## src/logic/acf_pkg.sv

```systemverilog
package acf_pkg;

  // ----------------------------------------
  // Register offsets
  // ----------------------------------------
  localparam logic [7:0] ACF_OFS_CFG = 8'hbc;
  localparam logic [7:0] ACF_OFS_LO  = 8'hbd;
  localparam logic [7:0] ACF_OFS_HI  = 8'hbe;

  // ----------------------------------------
  // Reset values
  // ----------------------------------------
  localparam logic [7:0] ACF_RST_CFG = 8'hf9;
  localparam logic [7:0] ACF_RST_LO  = 8'h00;
  localparam logic [7:0] ACF_RST_HI  = 8'h00;
  localparam logic [7:0] ACF_RD_NONE = 8'h00;

  // ----------------------------------------
  // Field positions and counts
  // ----------------------------------------
  localparam int ACF_DIV_MSB  = 7;
  localparam int ACF_DIV_LSB  = 3;
  localparam int ACF_LJST_BIT = 2;
  localparam int ACF_8BIT_BIT = 1;
  localparam int ACF_GAIN_BIT = 0;
  localparam int ACF_RES_W    = 10;
  localparam int ACF_BITS_10  = 10;
  localparam int ACF_BITS_8   = 8;
  localparam int ACF_DLY_TICKS = 3;

  // Configuration register layout, bit 7 first
  typedef struct packed {
    logic [4:0] sar_clock_divider;
    logic       left_justify_select;
    logic       eight_bit_mode_select;
    logic       input_gain_select;
  } acf_cfg_t;

  // Special function register access
  typedef struct packed {
    logic [7:0] addr;
    logic [7:0] wdata;
    logic       wr;
    logic       rd;
  } acf_sfr_t;

  typedef enum logic [1:0] {
    ACF_IDLE  = 2'b00,
    ACF_DELAY = 2'b01,
    ACF_CONV  = 2'b11,
    ACF_DONE  = 2'b10
  } acf_state_t;

endpackage

```

## src/logic/acf_top.sv

```systemverilog
`timescale 1ns/10ps
// Function
// - SAR clock is system clock over divider+1
// - Bit 2 picks right or left justify
// - Justify bit ignored in 8-bit mode
// - Bit 1 picks 10-bit or 8-bit mode
// - Bit 0 picks gain 0.5 or 1
// - Right justify: high byte holds top two bits
// - Left justify: high byte holds top eight bits
// - 8-bit mode: high byte holds whole result
// - Right justify: low byte holds low eight bits
// - Left justify: low byte bits 7:6, rest zero
// - 8-bit mode: low byte reads zero
// - Both result bytes update at conversion end
// - 8-bit conversion two SAR clocks shorter
// - Delayed tracking adds three SAR clocks first
module acf_top
  import acf_pkg::*;
(
  input  wire logic              clk,
  input  wire logic              rst_n,
  input  wire acf_pkg::acf_sfr_t sfr,
  output logic [7:0]             sfr_rdata_q,
  input  wire logic              conv_start,
  input  wire logic              delayed_track_select,
  input  wire logic              comp_in,
  output logic [9:0]             dac_code_q,
  output logic                   gain_q,
  output logic                   track_q,
  output logic                   busy_q,
  output logic                   done_q
);
  import acf_pkg::*;

  // ----------------------------------------
  // State
  // ----------------------------------------
  acf_cfg_t   cfg_q,   cfg_d;
  logic [7:0] hi_q,    hi_d;
  logic [7:0] lo_q,    lo_d;
  logic [7:0] rdata_d;
  acf_state_t state_q, state_d;
  logic [4:0] cnt_q,   cnt_d;
  logic [3:0] idx_q,   idx_d;
  logic [1:0] dly_q,   dly_d;
  logic [3:0] nticks_q, nticks_d;
  logic [9:0] code_d;
  logic       conv8_q, conv8_d;
  logic       ljst_q,  ljst_d;
  logic       done_d;
  logic       comp_m_q, comp_s_q;
  logic       tick;
  logic       wr_cfg, wr_lo, wr_hi;
  logic [3:0] last_idx;

  // ----------------------------------------
  // Decode and SAR clock enable
  // ----------------------------------------
  always_comb
  begin
    wr_cfg = 1'b0;
    wr_lo  = 1'b0;
    wr_hi  = 1'b0;
    if (sfr.wr && sfr.addr == ACF_OFS_CFG)
    begin
      wr_cfg = 1'b1;
    end
    else if (sfr.wr && sfr.addr == ACF_OFS_LO)
    begin
      wr_lo = 1'b1;
    end
    else if (sfr.wr && sfr.addr == ACF_OFS_HI)
    begin
      wr_hi = 1'b1;
    end
  end

  assign tick     = (cnt_q >= cfg_q.sar_clock_divider);
  assign last_idx = conv8_q ? 4'(ACF_BITS_10 - ACF_BITS_8) : 4'h0;

  // ----------------------------------------
  // Next state
  // ----------------------------------------
  always_comb
  begin
    cfg_d    = cfg_q;
    hi_d     = hi_q;
    lo_d     = lo_q;
    rdata_d  = sfr_rdata_q;
    state_d  = state_q;
    cnt_d    = tick ? 5'h00 : cnt_q + 5'h01;
    idx_d    = idx_q;
    dly_d    = dly_q;
    nticks_d = nticks_q;
    code_d   = dac_code_q;
    conv8_d  = conv8_q;
    ljst_d   = ljst_q;
    done_d   = 1'b0;
    if (wr_cfg)
    begin
      cfg_d = acf_cfg_t'(sfr.wdata);
    end
    if (wr_lo)
    begin
      lo_d = sfr.wdata;
    end
    if (wr_hi)
    begin
      hi_d = sfr.wdata;
    end
    if (sfr.rd)
    begin
      if (sfr.addr == ACF_OFS_CFG)
      begin
        rdata_d = cfg_q;
      end
      else if (sfr.addr == ACF_OFS_LO)
      begin
        rdata_d = lo_q;
      end
      else if (sfr.addr == ACF_OFS_HI)
      begin
        rdata_d = hi_q;
      end
      else
      begin
        rdata_d = ACF_RD_NONE;
      end
    end
    case (state_q)
      ACF_IDLE:
      begin
        if (conv_start && !done_q)
        begin
          cnt_d    = 5'h00;
          conv8_d  = cfg_q.eight_bit_mode_select;
          ljst_d   = cfg_q.left_justify_select;
          dly_d    = 2'h0;
          nticks_d = 4'h0;
          idx_d    = 4'(ACF_RES_W - 1);
          code_d   = 10'h200;
          state_d  = delayed_track_select ? ACF_DELAY : ACF_CONV;
        end
      end
      ACF_DELAY:
      begin
        if (tick)
        begin
          dly_d = dly_q + 2'h1;
          if (dly_q == 2'(ACF_DLY_TICKS - 1))
          begin
            state_d = ACF_CONV;
          end
        end
      end
      ACF_CONV:
      begin
        if (tick)
        begin
          nticks_d       = nticks_q + 4'h1;
          code_d[idx_q]  = comp_s_q;
          if (idx_q == last_idx)
          begin
            state_d = ACF_DONE;
          end
          else
          begin
            idx_d             = idx_q - 4'h1;
            code_d[idx_q - 4'h1] = 1'b1;
          end
        end
      end
      ACF_DONE:
      begin
        done_d  = 1'b1;
        state_d = ACF_IDLE;
        if (conv8_q)
        begin
          hi_d = dac_code_q[9:2];
          lo_d = 8'h00;
        end
        else if (ljst_q)
        begin
          hi_d = dac_code_q[9:2];
          lo_d = {dac_code_q[1:0], 6'h00};
        end
        else
        begin
          hi_d = {6'h00, dac_code_q[9:8]};
          lo_d = dac_code_q[7:0];
        end
      end
      default:
      begin
        state_d = ACF_IDLE;
      end
    endcase
  end

  // ----------------------------------------
  // Registers
  // ----------------------------------------
  always_ff @(posedge clk)
  begin
    if (!rst_n)
    begin
      cfg_q       <= ACF_RST_CFG;
      hi_q        <= ACF_RST_HI;
      lo_q        <= ACF_RST_LO;
      sfr_rdata_q <= 8'h00;
      state_q     <= ACF_IDLE;
      cnt_q       <= 5'h00;
      idx_q       <= 4'h0;
      dly_q       <= 2'h0;
      nticks_q    <= 4'h0;
      dac_code_q  <= 10'h000;
      conv8_q     <= 1'b0;
      ljst_q      <= 1'b0;
      done_q      <= 1'b0;
      gain_q      <= 1'b1;
      track_q     <= 1'b1;
      busy_q      <= 1'b0;
      comp_m_q    <= 1'b0;
      comp_s_q    <= 1'b0;
    end
    else
    begin
      cfg_q       <= cfg_d;
      hi_q        <= hi_d;
      lo_q        <= lo_d;
      sfr_rdata_q <= rdata_d;
      state_q     <= state_d;
      cnt_q       <= cnt_d;
      idx_q       <= idx_d;
      dly_q       <= dly_d;
      nticks_q    <= nticks_d;
      dac_code_q  <= code_d;
      conv8_q     <= conv8_d;
      ljst_q      <= ljst_d;
      done_q      <= done_d;
      gain_q      <= cfg_d.input_gain_select;
      track_q     <= (state_d == ACF_IDLE) || (state_d == ACF_DELAY);
      busy_q      <= (state_d != ACF_IDLE);
      comp_m_q    <= comp_in;
      comp_s_q    <= comp_m_q;
    end
  end
endmodule

```

## config.mk

```make
export PLATFORM = sky130hd
export DESIGN_NAME = acf_top
export DESIGN_NICKNAME = d
export VERILOG_FILES = /design/src/logic/acf_pkg.sv /design/src/logic/acf_top.sv
export SDC_FILE = /design/constraint.sdc
export NUM_CORES = 1
export LEC_CHECK = 0
export ABC_CLOCK_PERIOD_IN_PS = 4150
export BUFFER_PORTS_ARGS = -buffer_cell sky130_fd_sc_hd__buf_2
export CORE_MARGIN = 8
export CORE_UTILIZATION = 50
export DETAILED_ROUTE_END_ITERATION = 8
export PLACE_DENSITY = 0.77
export SYNTH_ARGS = -nofsm -noshare
export SYNTH_HDL_FRONTEND = slang
export SYNTH_SLANG_ARGS = --single-unit
```

## constraint.sdc

```tcl
create_clock -name clk -period 4.15 [get_ports clk]
set_input_delay 0.83 -clock clk [delete_from_list [all_inputs] [get_ports clk]]
set_output_delay 0.83 -clock clk [all_outputs]
set_load 0.02 [all_outputs]
```

==> results.cfg <==
[clocking]
cts_setup_buffers = 0
clock_sink_count = 62
numCtsBuffers = 9
holdBufCountCts = 0
cts_root_buffer = clkbuf_8
clockBufferDepth = 2
cts_resized = 0
cts_tree = yes
path_clk_slew_ns = 0.07
worstSkewPairLatency_ns = 0.34
h-tree-depth = 3

[synthesis]
yosysWarnings = 0
syn_nets = 420
synth.area.top_cells = dfxtp_1, ha_1, nand2_1, o21ai_0, mux2i_1
synth_most_common_cell = dfxtp_1
synth.distinct_cells = 47
synth_top_area_share_pct = 38.1
avgSynthCellArea_um2 = 8.52
synth_area_um2 = 3260
synthArstFlopShare_pct = 0
synth_commonest_cells = dfxtp_1, nand2_1, nor2_1, o21ai_0, inv_1
ys_seq_elements = 62
ys.flop_type = dfxtp_1
yosysSeqAreaShare_pct = 38.1
synth_top_area_cell = dfxtp_1
synth_edf_count = 0
syn_inst = 382

[global_route]
antenna_found_initial = 0
grt_pass1_vias = 3009
overflow = 0
grt_max_degree = 38
grt_first_pass_wirelength_um = 14000
grt_usage_pct = 17.9

[sta]
finalCritPeriodShare_pct = 62.2
finalSetupViolations = 0
relSlewSlack_pct = 35.1
hold_violations = 0
clock_skew_ns = 0.00717
max_freq_mhz = 388
slew_viol_final = 0
min_period_ns = 2.58
rsz0062_at_grt = no
max_slew.worst_pin.slew_ns = 0.974
timing.setup.tns_ns = 0

[worst_setup_path]
arrival_ns = 2.82
crit-reg2reg-capture = dac_code_q[5]
worstPathRequired_ns = 4.39
crit_type = reg -> reg
r2r_slack_ns = 1.57
r2r_start = cfg_q[5]
start_kind = flip-flop
endpoint_kind = flip-flop
cp_max_fo = 28
rr_worst_depth = 7

[power_and_ir_drop]
powerDensity_nw_per_um2 = 352
p_leak_nw = 1.53
ir_drop_v = 0.000172

[die]
core.rowCount = 29
boundaryPins = 45
die_h_um = 96.7
die-area_um2 = 9350
core_um2 = 6310
start_util_pct = 51.6
fp.dieW_um = 96.7

[place]
io_buffer_count = 44
dpl_cell_area_um2 = 3480
numPlacedInstances = 482
place_hpwl_um = 5900
routabilityCongestion = 0.875

[routing]
routed_wl_um = 8170
drc = 0
vias = 2937
wl_per_cell_um = 16.4
ant_nets = 0
viasPerCell = 5.91
drt_iter0_drc = 136
drtPass1Iterations = 4

[final_layout]
final_area_um2 = 3660
drive_gt1_share_pct = 18.1
syn_to_final_growth_pct = 12.5
nFillCells = 583
final_cells = 497
diodes = 0
nets = 454

[worst_hold_path]
hold_start = comp_m_q
min_path_type = reg -> reg
holdPathEnd = comp_s_q
hold_path_depth = 1

[status]
outcome = completed

[flow_run]
drv_cap = 0
metrics by stage:
step	hold WS, ns	util, %	worst slack (ns)	total power [mW]
after floorplan	0.412	-	2.04	0.746
after global placement	0.422	55.1	1.61	0.784
after detailed placement	0.429	55.1	1.53	0.789
after CTS	0.446	58.0	1.63	1.29
after global routing	0.482	58.0	1.33	1.34
final	0.443	58.0	1.57	1.29
state kept, by name, indices dropped and copies added, names as in the netlist:
| name | flops |
|---|---|
| comp_s_q | 1 |
| track_q | 1 |
| cfg_q | 8 |
| idx_q | 4 |
| state_q | 2 |
| dly_q | 2 |
| sfr_rdata_q | 8 |
| hi_q | 8 |
| dac_code_q | 10 |
| cnt_q | 5 |
| conv8_q | 1 |
| done_q | 1 |
| comp_m_q | 1 |
| lo_q | 8 |
| ljst_q | 1 |
| busy_q | 1 |
cells by family (layout without fill, tap and decap cells):
group	after synthesis	count (layout)	share of synthesized area [%]
and+or+nand+nor	133	133	19.6
AOI/OAI and AO/OA	102	102	23.3
DFF	62	62	38.1
buffers and inverters	47	85	6.11
muxes	18	18	5.69
adders and majority gates	15	15	5.76
xor gates and xnor gates	5	5	1.35
layout make-up:
class                           count  area [µm²]  area share (%)
Clock inverter                      1        30.0           0.820
Multi-Input combinational cell    273        1820            49.6
Tap cell                           77        96.3            2.63
Clock buffer                       14         153            4.17
Inverter                           24        90.1            2.46
Sequential cell                    62        1240            33.9
Timing Repair Buffer               46         235            6.43
power by group:
group	internal [mW]	leakage [nW]	total, mW	switching [mW]
logic	0.0556	0.936	0.146	0.0904
registers	0.613	0.503	0.632	0.0186
clock network	0.292	0.0908	0.510	0.219
total	0.961	1.53	1.29	0.328
placed cells by master (no fill, tap or decap), types with 3 or more instances in the layout:
cell type | Yosys | routed
o221ai_1 | 8 | 8
nor3_1 | 5 | 5
clkbuf_1 | 13 | 4
a211oi_2 | 6 | 6
nor2_1 | 32 | 32
nand3b_1 | 5 | 5
nand2_1 | 46 | 46
and2_1 | 3 | 3
nand3_1 | 15 | 15
buf_2 | 6 | 44
a311oi_1 | 9 | 9
o21ai_0 | 32 | 32
a22oi_1 | 8 | 8
clkbuf_8 | 0 | 10
or3_1 | 3 | 3
inv_1 | 23 | 23
xor2_1 | 3 | 3
ha_1 | 15 | 15
o2111ai_1 | 8 | 8
a21oi_1 | 15 | 15
o311a_1 | 3 | 3
mux2_2 | 4 | 4
mux2i_1 | 14 | 14
dfxtp_1 | 62 | 62
nand2b_1 | 11 | 11
routing by layer:
layer	vias to the layer above	part of all wire, %	track usage, %
li1	1446	-	-
met1	1390	44	20.1
met2	76	48	30.2
met3	25	5.2	4.55
met4	0	3.1	9.59
met5	-	0	0
how the worst max path moves through the flow:
stage               startpoint       endpoint  cells after the start
finish                cfg_q[5]  dac_code_q[5]                      7
global route          cfg_q[7]  dac_code_q[5]                      7
CTS                   cfg_q[5]  dac_code_q[5]                      7
detailed placement     sfr[16]        lo_q[7]                      6
global placement       sfr[16]        lo_q[7]                      6
floorplan              sfr[16]        hi_q[2]                      6
critical path, cell delays in order, from the launching register on:
cell	delay, ns
dfxtp_1	0.33
inv_1	0.08
ha_1	0.30
nand4_1	0.10
o22ai_1	0.20
o311a_1	0.83
nand3_1	0.32
o221ai_1	0.29
(Power assumes the default switching activity.)
